--- src/hdl/usart_defines.vh ---
/*
 Register offsets, field positions, reset values and sample timing for the
 asynchronous serial port receive side, address filter and data buffer.
 Assumes it is included by bare name from the design files under hdl/.
*/
// Overview of operation
// - receiver takes 16 samples per bit, or 8 in double speed
// - first vote sample is 8 in normal speed, 4 in double speed
// - middle vote sample is 9 in normal speed, 5 in double speed
// - receiver accepts 5 to 10 data plus parity bits per frame
// - each end should keep its rate error to half the tolerable total
// - with filtering enabled, frames that are not addresses are discarded
// - transmitter ignores the address filter enable entirely
// - for 5 to 8 data bits the first stop bit marks the frame type
// - for nine data bits the received ninth bit marks the frame type
// - frame type one means address frame, zero means data frame
// - an address frame is stored and raises receive complete; software decides
// - selected slave takes data frames, then re-enables filtering afterwards
// - one data address: writes fill transmit buffer, reads return receive buffer
// - unused upper bits are ignored on transmit and read as zero on receive
// - data writes while the transmit buffer is full are discarded
// - buffered data moves to the empty shifter and is sent on the pin
// - receive buffer is a two-entry FIFO advanced by every data read
// - double speed halves the per-bit divisor from 16 to 8
// - start bit votes samples 8,9,10 or 4,5,6; high majority rejects it
// - transmit complete clears on interrupt service or writing one to it
`ifndef USART_DEFINES_VH
`define USART_DEFINES_VH

// register addresses in the I/O space
`define ADDR_CTRL_A 8'h00
`define ADDR_CTRL_B 8'h01
`define ADDR_CTRL_C 8'h02
`define ADDR_BAUD_LO 8'h04
`define ADDR_BAUD_HI 8'h05
`define ADDR_DATA 8'h06

// status and control A fields
`define A_RXC 7
`define A_TXC 6
`define A_UDRE 5
`define A_FE 4
`define A_DOR 3
`define A_UPE 2
`define A_U2X 1
`define A_MPCM 0

// control B fields
`define B_RXEN 4
`define B_TXEN 3
`define B_UCSZ2 2
`define B_RXB8 1
`define B_TXB8 0

// control C fields
`define C_UPM_HI 5
`define C_UPM_LO 4
`define C_USBS 3
`define C_UCSZ_HI 2
`define C_UCSZ_LO 1

// reset values
`define RESET_CHAR_SIZE 3'h3
`define RESET_BAUD 12'h000

// receive buffer word: overrun, frame error, parity error, ninth bit, data
`define W_DOR 11
`define W_FE 10
`define W_UPE 9
`define W_B8 8
`define RX_WORD_WIDTH 12
`define RX_FIFO_DEPTH 2
`define RX_FIFO_AW 1

// sample timing in sample ticks
`define SPB_NORMAL 5'h10
`define SPB_DOUBLE 5'h08
`define FIRST_NORMAL 5'h08
`define FIRST_DOUBLE 5'h04
`define MID_NORMAL 5'h09
`define MID_DOUBLE 5'h05

`endif

--- src/hdl/rx_word_fifo.v ---
/*
 Small synchronous FIFO with valid/ready on both sides and a flush.
 Assumes one clock and a synchronous active-high reset.
*/
`timescale 1ns/1ps
`default_nettype none
module rx_word_fifo #(
	parameter WIDTH = 12,
	parameter DEPTH = 2,
	parameter AW = 1
) (
	input wire clock,
	input wire srst,
	input wire flush,
	input wire in_valid,
	output wire in_ready,
	input wire [WIDTH-1:0] in_data,
	output wire out_valid,
	input wire out_ready,
	output wire [WIDTH-1:0] out_data
);
	reg [WIDTH-1:0] mem [0:DEPTH-1];
	reg [AW-1:0] wr_ptr_reg;
	reg [AW-1:0] rd_ptr_reg;
	reg [AW:0] count_reg;
	wire push;
	wire pop;

	// honest full and empty from the occupancy count
	assign in_ready = (count_reg != DEPTH[AW:0]);
	assign out_valid = (count_reg != {(AW+1){1'b0}});
	assign out_data = mem[rd_ptr_reg];
	assign push = in_valid & in_ready;
	assign pop = out_valid & out_ready;

	// storage write
	always @(posedge clock) begin
		if (push) begin
			mem[wr_ptr_reg] <= in_data;
		end
	end

	// pointers wrap at the depth
	always @(posedge clock) begin
		if (srst | flush) begin
			wr_ptr_reg <= {AW{1'b0}};
			rd_ptr_reg <= {AW{1'b0}};
			count_reg <= {(AW+1){1'b0}};
		end else begin
			if (push) begin
				wr_ptr_reg <= (wr_ptr_reg == DEPTH[AW-1:0] - 1'b1) ? {AW{1'b0}} : wr_ptr_reg + 1'b1;
			end
			if (pop) begin
				rd_ptr_reg <= (rd_ptr_reg == DEPTH[AW-1:0] - 1'b1) ? {AW{1'b0}} : rd_ptr_reg + 1'b1;
			end
			if (push & ~pop) begin
				count_reg <= count_reg + 1'b1;
			end else if (pop & ~push) begin
				count_reg <= count_reg - 1'b1;
			end
		end
	end
endmodule
`default_nettype wire

--- src/hdl/sample_tick_gen.v ---
/*
 Sample tick divider: one-cycle pulse every divisor+1 clocks.
 Assumes one clock and a synchronous active-high reset.
*/
`timescale 1ns/1ps
`default_nettype none
module sample_tick_gen (
	input wire clock,
	input wire srst,
	input wire [11:0] divisor,
	output reg tick
);
	reg [11:0] count_reg;

	// count down, pulse and reload at zero
	always @(posedge clock) begin
		if (srst) begin
			count_reg <= 12'h000;
			tick <= 1'b0;
		end else if (count_reg == 12'h000) begin
			count_reg <= divisor;
			tick <= 1'b1;
		end else begin
			count_reg <= count_reg - 12'h001;
			tick <= 1'b0;
		end
	end
endmodule
`default_nettype wire

--- src/hdl/usart_rx_address_filter_data_buffer.v ---
/*
 Asynchronous serial port: majority-vote receiver with address frame
 filter, two-entry receive buffer, transmit holding buffer and shifter,
 and the I/O registers that reach them.
 Assumes a CPU I/O strobe interface synchronous to clock and a receive
 pin already synchronous to clock.
*/
`timescale 1ns/1ps
`default_nettype none
`include "usart_defines.vh"
module usart_rx_address_filter_data_buffer (
	input wire clock,
	input wire srst,
	input wire [7:0] io_addr,
	input wire io_wr,
	input wire io_rd,
	input wire [7:0] io_wdata,
	output reg [7:0] io_rdata,
	input wire serial_rx_pin,
	output reg serial_tx_pin,
	input wire txc_irq_ack
);
	localparam RX_IDLE = 4'b0001;
	localparam RX_START = 4'b0010;
	localparam RX_DATA = 4'b0100;
	localparam RX_STOP = 4'b1000;

	// character size code to data bits: 0..3 give 5..8, 7 gives 9
	function [3:0] char_bits;
		input [2:0] code;
		begin
			case (code)
				3'h0: char_bits = 4'h5;
				3'h1: char_bits = 4'h6;
				3'h2: char_bits = 4'h7;
				3'h7: char_bits = 4'h9;
				default: char_bits = 4'h8;
			endcase
		end
	endfunction

	// mask of the data bits actually used
	function [8:0] mask9;
		input [3:0] n;
		begin
			mask9 = 9'h1ff >> (4'h9 - n);
		end
	endfunction

	// start bit, data, optional parity, then ones for stop bits
	function [12:0] tx_frame;
		input [8:0] d;
		input [3:0] n;
		input pe;
		input odd;
		reg [11:0] w;
		integer i;
		begin
			w = 12'hfff;
			for (i = 0; i < 9; i = i + 1) begin
				if (i < n) begin
					w[i] = d[i];
				end
			end
			if (pe) begin
				w[n] = ^(d & mask9(n)) ^ odd;
			end
			tx_frame = {w, 1'b0};
		end
	endfunction

	reg u2x_reg;
	reg mpcm_reg;
	reg txc_reg;
	reg rxen_reg;
	reg txen_reg;
	reg [2:0] ucsz_reg;
	reg usbs_reg;
	reg [1:0] upm_reg;
	reg [11:0] baud_reg;
	reg tx_b8_reg;
	reg [8:0] thr_reg;
	reg thr_valid_reg;
	reg [3:0] rx_state_reg;
	reg [4:0] rx_samp_reg;
	reg [1:0] rx_vote_reg;
	reg [3:0] rx_bit_reg;
	reg [9:0] rx_sh_reg;
	reg rx_prev_reg;
	reg pend_valid_reg;
	reg [11:0] pend_word_reg;
	reg ovr_reg;
	reg tx_busy_reg;
	reg [12:0] tx_sh_reg;
	reg [3:0] tx_left_reg;
	reg [4:0] tx_samp_reg;

	wire tick;
	wire fifo_in_ready;
	wire head_valid;
	wire [11:0] head_word;

	// register decode
	wire wr_data = io_wr & (io_addr == `ADDR_DATA);
	wire rd_data = io_rd & (io_addr == `ADDR_DATA);
	wire wr_a = io_wr & (io_addr == `ADDR_CTRL_A);

	// per-mode sample positions
	wire [4:0] s_max = u2x_reg ? `SPB_DOUBLE : `SPB_NORMAL;
	wire [4:0] s_first = u2x_reg ? `FIRST_DOUBLE : `FIRST_NORMAL;
	wire [4:0] s_mid = u2x_reg ? `MID_DOUBLE : `MID_NORMAL;
	wire [4:0] s_cur = (rx_samp_reg == s_max) ? 5'h01 : rx_samp_reg + 5'h01;
	wire decide = tick & (s_cur == s_mid + 5'h01);
	wire vote = (rx_vote_reg[0] & rx_vote_reg[1]) | (rx_vote_reg[0] & serial_rx_pin) |
		(rx_vote_reg[1] & serial_rx_pin);

	// frame format shared by both directions
	wire [3:0] nbits = char_bits(ucsz_reg);
	wire par_en = upm_reg[1];
	wire [3:0] dbits = nbits + {3'h0, par_en};

	// received frame fields, valid while the stop bit is voted
	wire [8:0] rx_data9 = rx_sh_reg[8:0] & mask9(nbits);
	wire rx_upe = par_en & ((^rx_data9 ^ upm_reg[0]) != rx_sh_reg[nbits]);
	wire frame_type = (nbits == 4'h9) ? rx_data9[8] : vote;
	wire keep_frame = ~mpcm_reg | frame_type;

	// transmit side
	wire tx_load = txen_reg & ~tx_busy_reg & thr_valid_reg;
	wire tx_bit_end = tx_busy_reg & tick & (tx_samp_reg == s_max - 5'h01);
	wire tx_done = tx_bit_end & (tx_left_reg == 4'h0);
	wire [3:0] tx_total_m1 = nbits + {3'h0, par_en} + 4'h1 + {3'h0, usbs_reg};

	// sample tick at sixteen or eight per bit time
	sample_tick_gen tick_gen (
		.clock(clock),
		.srst(srst),
		.divisor(baud_reg),
		.tick(tick)
	);

	// two-entry receive buffer, flushed while the receiver is off
	rx_word_fifo #(
		.WIDTH(`RX_WORD_WIDTH),
		.DEPTH(`RX_FIFO_DEPTH),
		.AW(`RX_FIFO_AW)
	) rx_buffer (
		.clock(clock),
		.srst(srst),
		.flush(~rxen_reg),
		.in_valid(pend_valid_reg),
		.in_ready(fifo_in_ready),
		.in_data(pend_word_reg),
		.out_valid(head_valid),
		.out_ready(rd_data),
		.out_data(head_word)
	);

	// control register writes
	always @(posedge clock) begin
		if (srst) begin
			u2x_reg <= 1'b0;
			mpcm_reg <= 1'b0;
			rxen_reg <= 1'b0;
			txen_reg <= 1'b0;
			ucsz_reg <= `RESET_CHAR_SIZE;
			usbs_reg <= 1'b0;
			upm_reg <= 2'h0;
			baud_reg <= `RESET_BAUD;
			tx_b8_reg <= 1'b0;
		end else if (io_wr) begin
			case (io_addr)
				`ADDR_CTRL_A: begin
					u2x_reg <= io_wdata[`A_U2X];
					mpcm_reg <= io_wdata[`A_MPCM];
				end
				`ADDR_CTRL_B: begin
					rxen_reg <= io_wdata[`B_RXEN];
					txen_reg <= io_wdata[`B_TXEN];
					ucsz_reg[2] <= io_wdata[`B_UCSZ2];
					tx_b8_reg <= io_wdata[`B_TXB8];
				end
				`ADDR_CTRL_C: begin
					upm_reg <= io_wdata[`C_UPM_HI:`C_UPM_LO];
					usbs_reg <= io_wdata[`C_USBS];
					ucsz_reg[1:0] <= io_wdata[`C_UCSZ_HI:`C_UCSZ_LO];
				end
				`ADDR_BAUD_LO: baud_reg[7:0] <= io_wdata;
				`ADDR_BAUD_HI: baud_reg[11:8] <= io_wdata[3:0];
				default: baud_reg <= baud_reg;
			endcase
		end
	end

	// transmit holding buffer: only taken while empty
	always @(posedge clock) begin
		if (srst) begin
			thr_reg <= 9'h000;
			thr_valid_reg <= 1'b0;
		end else if (wr_data & ~thr_valid_reg) begin
			thr_reg <= {tx_b8_reg, io_wdata} & mask9(nbits);
			thr_valid_reg <= 1'b1;
		end else if (tx_load) begin
			thr_valid_reg <= 1'b0;
		end
	end

	// transmit complete: the set wins over both clears
	always @(posedge clock) begin
		if (srst) begin
			txc_reg <= 1'b0;
		end else if (tx_done & ~thr_valid_reg) begin
			txc_reg <= 1'b1;
		end else if (txc_irq_ack | (wr_a & io_wdata[`A_TXC])) begin
			txc_reg <= 1'b0;
		end
	end

	// transmit shifter, independent of the address filter enable
	always @(posedge clock) begin
		if (srst) begin
			tx_busy_reg <= 1'b0;
			tx_sh_reg <= 13'h1fff;
			tx_left_reg <= 4'h0;
			tx_samp_reg <= 5'h00;
			serial_tx_pin <= 1'b1;
		end else if (tx_load) begin
			tx_busy_reg <= 1'b1;
			tx_sh_reg <= tx_frame(thr_reg, nbits, par_en, upm_reg[0]) >> 1;
			tx_left_reg <= tx_total_m1;
			tx_samp_reg <= 5'h00;
			serial_tx_pin <= 1'b0;
		end else if (tx_busy_reg & tick) begin
			if (tx_bit_end) begin
				tx_samp_reg <= 5'h00;
				if (tx_left_reg == 4'h0) begin
					tx_busy_reg <= 1'b0;
				end else begin
					serial_tx_pin <= tx_sh_reg[0];
					tx_sh_reg <= {1'b1, tx_sh_reg[12:1]};
					tx_left_reg <= tx_left_reg - 4'h1;
				end
			end else begin
				tx_samp_reg <= tx_samp_reg + 5'h01;
			end
		end
	end

	// receiver: start detect, majority vote, frame assembly and filter
	always @(posedge clock) begin
		if (srst | ~rxen_reg) begin
			rx_state_reg <= RX_IDLE;
			rx_samp_reg <= 5'h00;
			rx_vote_reg <= 2'h3;
			rx_bit_reg <= 4'h0;
			rx_sh_reg <= 10'h000;
			rx_prev_reg <= 1'b1;
			pend_valid_reg <= 1'b0;
			pend_word_reg <= 12'h000;
			ovr_reg <= 1'b0;
		end else begin
			if (pend_valid_reg & fifo_in_ready) begin
				pend_valid_reg <= 1'b0;
			end
			if (tick) begin
				rx_prev_reg <= serial_rx_pin;
				case (rx_state_reg)
					RX_IDLE: begin
						// falling edge: this tick is sample one
						if (rx_prev_reg & ~serial_rx_pin) begin
							rx_state_reg <= RX_START;
							rx_samp_reg <= 5'h01;
						end
					end
					RX_START, RX_DATA, RX_STOP: begin
						rx_samp_reg <= s_cur;
						if (s_cur == s_first) begin
							rx_vote_reg[0] <= serial_rx_pin;
						end
						if (s_cur == s_mid) begin
							rx_vote_reg[1] <= serial_rx_pin;
						end
						if (decide) begin
							case (rx_state_reg)
								RX_START: begin
									if (vote) begin
										rx_state_reg <= RX_IDLE;
									end else begin
										rx_state_reg <= RX_DATA;
										rx_bit_reg <= 4'h0;
										// buffer full with a frame waiting: it is lost
										if (pend_valid_reg & ~fifo_in_ready) begin
											ovr_reg <= 1'b1;
											pend_valid_reg <= 1'b0;
										end
									end
								end
								RX_DATA: begin
									rx_sh_reg[rx_bit_reg] <= vote;
									rx_bit_reg <= rx_bit_reg + 4'h1;
									if (rx_bit_reg == dbits - 4'h1) begin
										rx_state_reg <= RX_STOP;
									end
								end
								RX_STOP: begin
									rx_state_reg <= RX_IDLE;
									// dropped frames store nothing; an overrun set at their start bit stays
									if (keep_frame) begin
										pend_valid_reg <= 1'b1;
										pend_word_reg <= {ovr_reg, ~vote, rx_upe, rx_data9};
										ovr_reg <= 1'b0;
									end
								end
								default: rx_state_reg <= RX_IDLE;
							endcase
						end
					end
					default: rx_state_reg <= RX_IDLE;
				endcase
			end
		end
	end

	// registered read data; flags describe the frame at the buffer head
	always @(posedge clock) begin
		if (srst) begin
			io_rdata <= 8'h00;
		end else if (io_rd) begin
			case (io_addr)
				`ADDR_DATA: io_rdata <= head_valid ? head_word[7:0] : 8'h00;
				`ADDR_CTRL_A: io_rdata <= {head_valid, txc_reg, ~thr_valid_reg,
					head_valid & head_word[`W_FE], head_valid & head_word[`W_DOR],
					head_valid & head_word[`W_UPE], u2x_reg, mpcm_reg};
				`ADDR_CTRL_B: io_rdata <= {3'h0, rxen_reg, txen_reg, ucsz_reg[2],
					head_valid & head_word[`W_B8], tx_b8_reg};
				`ADDR_CTRL_C: io_rdata <= {2'h0, upm_reg, usbs_reg, ucsz_reg[1:0], 1'b0};
				`ADDR_BAUD_LO: io_rdata <= baud_reg[7:0];
				`ADDR_BAUD_HI: io_rdata <= {4'h0, baud_reg[11:8]};
				default: io_rdata <= 8'h00;
			endcase
		end
	end
endmodule
`default_nettype wire

--- config.mk ---
export PLATFORM = sky130hd
export DESIGN_NAME = usart_rx_address_filter_data_buffer
export DESIGN_NICKNAME = d
export VERILOG_FILES = /design/src/hdl/rx_word_fifo.v /design/src/hdl/sample_tick_gen.v /design/src/hdl/usart_rx_address_filter_data_buffer.v
export VERILOG_INCLUDE_DIRS = /design/src /design/src/hdl
export SDC_FILE = /design/constraint.sdc
export NUM_CORES = 1
export LEC_CHECK = 0
export BUFFER_PORTS_ARGS = -buffer_cell sky130_fd_sc_hd__buf_2
export CORE_MARGIN = 2
export CORE_UTILIZATION = 56
export CTS_CLUSTER_DIAMETER = 120
export CTS_CLUSTER_SIZE = 12
export DETAILED_ROUTE_END_ITERATION = 6
export PLACE_DENSITY = 0.76
export SETUP_SLACK_MARGIN = 0.4
export SYNTH_ARGS = -nofsm -noshare
export SYNTH_HDL_FRONTEND = slang
export SYNTH_SLANG_ARGS = --single-unit
export TNS_END_PERCENT = 5
--- constraint.sdc ---
create_clock -name clock -period 3.54 [get_ports clock]
set_clock_uncertainty 0.05 [all_clocks]
set_input_delay 0.354 -clock clock [delete_from_list [all_inputs] [get_ports clock]]
set_output_delay 0.354 -clock clock [all_outputs]
set_load 0.05 [all_outputs]
==> metrics <==
Via Count=6442; fin crit period=3.13 ns; ys async rst share=0; setup repair bufs after CTS=0; Root Driver=clkbuf_16; die height=120 um; most used cell, CP=inv_1; Cell Int Power=0.00294 W; CP Launch Type=flip-flop; Max-cap violations=0; Pleak=around 3 nW; Worst-Margin Slew=1.00 ns; I/O pin total=31; number of synthesized flops with an enable pin=24; Synth cell types=74; initial antenna violation count=0; Worst IR Drop VDD=a little over 400 uV; H-tree lvl count=4; Mapped Cells=883; run status=finished clean; yosys warns=0; Final Cycle Share=0.883; Row Count=42; main flop type after synthesis=dfxtp_1; Power Dens Cells=between 400 and 500 nW/um^2; Clk pwr share=0.435; Area Overhead vs Synth=12.5%; Initial Utilization=0.573; GRT Residual Overflow=0; clk_lat worst skew=0.43 ns; DR WL/cell=16.4 um; fillcell total=1107; Largest stage delay, worst path=between 0.4 and 0.5 ns; switching share of power=0.257; Total GRT Usage=0.260; Mapped Nets=between 900 and 1k; first-pass iteration count of the detailed router=4; first-pass GRT wire length=30.0 mm; n_diodes=0; core area=13200 sq um; CTS tree=built; maximum clock insertion buffer count=2; share of cells above drive strength 1=0.116; I/O Buffers=30; pin count of the biggest net entering global routing=51; Crit path buffers/inverters=3; Num CTS Buffers=17; Gate power share=0.108; synthesized area=7560 sq um; register area share after synthesis=0.423; Power, Total=about 0.004 W; clk sinks=148; Reg power frac=0.457; CP endpoint kind=flip-flop; Crit Path Category=flip-flop to flip-flop; GPL Wtd Cong=0.950; ANT nets after route=0; Post-CTS Hold Fix Bufs=0; # nets final=between 900 and 1k; die width=120 um; Critical Path Fanout Max=9; RSZ-0062 raised after global routing=yes; NetSw=0.00101 W; die area=14500 sq um; Hold Path Class=input pin to flip-flop; Placed Cells=1058; setup ws final=slightly above 0.4 ns; # DRC=0; Via density=5.91; Final Hold Viols=0; Setup Slack @ Placement=0.256 ns; vias in the first global route=around 6.0k; Avg Inst Size Synth=8.57 sq um; Setup TNS Final=0 ns; cell chain of the critical path=inv_1, and2_4, inv_1, ha_2, inv_6, xnor2_4, nand2_2, xnor3_1, or4_4, nand4_4, a31oi_1, or3_1; max-slew violation count=0; Worst slew margin=0.330; Reg clk slew, reported paths=roughly 0.06 ns; worst path required time=roughly 3.8 ns; Max Clk Rate=around 320 MHz; CP Data Arrival Time=between 3 and 4 ns; DRT Wirelength=17.9 mm; FF+latch count, synth=148; number of flip-flops in the largest register=24; final cell count without fillers=roughly 1.1k; Crit-path slowest cell=or4_4; Detailed Place HPWL=12.6 mm; final setup vio count=0; Crit path max-delay family=simple AND/OR/NAND/NOR gates; DRT iter0 DRCs=463
-- final cells by class --
cell class	instances	area [sq um]	share of cell area
multi-input cells	662	4120	0.484
repair buffers	50	300	0.0353
inverters	22	100	0.0118
clock inverters	10	104	0.0122
well taps	176	220	0.0259
clock buffers	22	464	0.0545
flip-flops and latches	148	3200	0.376
-- worst paths after layout --
path	startpoint	end	slack, ns	cells after the start
worst min-delay path	serial_rx_pin	rx_vote_reg[1]	0.16	3
worst max-delay path	ucsz_reg[2]	tx_sh_reg[7]	0.41	12
worst min register to register	tx_sh_reg[3]	tx_sh_reg[3]	0.40	2
worst max register to register	ucsz_reg[2]	tx_sh_reg[7]	0.41	12
-- per-layer routing --
layer  GRT usage  part of all wire  vias to the layer above
met5           0                 0                        -
met1       0.360              0.46                     3025
met4      0.0858             0.019                        0
li1            -                 -                     3181
met2       0.403              0.46                      205
met3      0.0618             0.062                       31
-- stage by stage --
| step | instance area [sq um] | utilization | hold WS [ns] |
|---|---|---|---|
| 2_1_floorplan | 7630 | - | 0.373 |
| 3_3_place_gp | 7920 | 0.600 | 0.386 |
| 5_1_grt | 8510 | 0.645 | 0.146 |
| 6_report | 8510 | 0.645 | 0.156 |
| 3_5_place_dp | 7920 | 0.600 | 0.385 |
| 4_1_cts | 8490 | 0.644 | 0.143 |
-- Yosys cell counts, types with 18 or more instances --
master | n | area share
a21oi_1 | 76 | 0.050
xnor2_1 | 18 | 0.021
edfxtp_1 | 24 | 0.095
clkbuf_1 | 46 | 0.023
inv_1 | 20 | 0.0099
ha_1 | 22 | 0.036
nor2_1 | 98 | 0.049
mux2i_1 | 31 | 0.041
nand3_1 | 35 | 0.023
o21ai_0 | 25 | 0.017
dfxtp_1 | 124 | 0.33
nand2_1 | 120 | 0.060
-- power groups by stage --
stage	registers [W]	logic [W]	clock network [W]
6_report	0.00181	0.000427	0.00172
5_1_grt	0.00181	0.000475	0.00182
4_1_cts	0.00181	0.000422	0.00174
3_5_place_dp	0.00184	0.000414	0
3_3_place_gp	0.00184	0.000405	0
2_1_floorplan	0.00184	0.000316	0
-- cell usage in the layout, fill, tap and decap left out, drive strengths merged, types with 5 or more instances in the layout --
cell	count
dfxtp	124
nand2	121
nor2	98
a21oi	76
buf	50
nand3	35
mux2i	31
o21ai	28
edfxtp	24
inv	23
ha	22
clkbuf	22
xnor2	19
nor3	17
nor2b	16
a211oi	15
xor2	14
and3	13
and2	12
nand4	10
nand2b	9
nor4	9
a31oi	8
or3	7
a221oi	7
a22oi	6
o22ai	6
o21bai	5
a311oi	5
o31ai	5
-- what timing repair did --
item | CTS | global route
endpoints found under the setup margin | 5 | 19
gates resized for setup | 2 | 3
pin swaps | 0 | 0
-- worst min-delay path, cell delays in order --
cell and delay (ns):
buf_2 0.12, mux2i_1 0.07, nand2_1 0.06
-- cells by family (layout without fill, tap and decap cells) --
| group | count (synthesis) | after routing | share of synthesized area |
|---|---|---|---|
| XOR/XNOR | 36 | 36 | 0.0496 |
| multiplexers | 36 | 36 | 0.0500 |
| flip-flops | 148 | 148 | 0.423 |
| AO/OA/AOI/OAI | 195 | 195 | 0.164 |
| buffers and inverters | 73 | 104 | 0.0402 |
| AND/OR/NAND/NOR | 370 | 370 | 0.232 |
| adder cells (fa/ha/maj) | 25 | 25 | 0.0404 |
(Power assumes the default switching activity.)
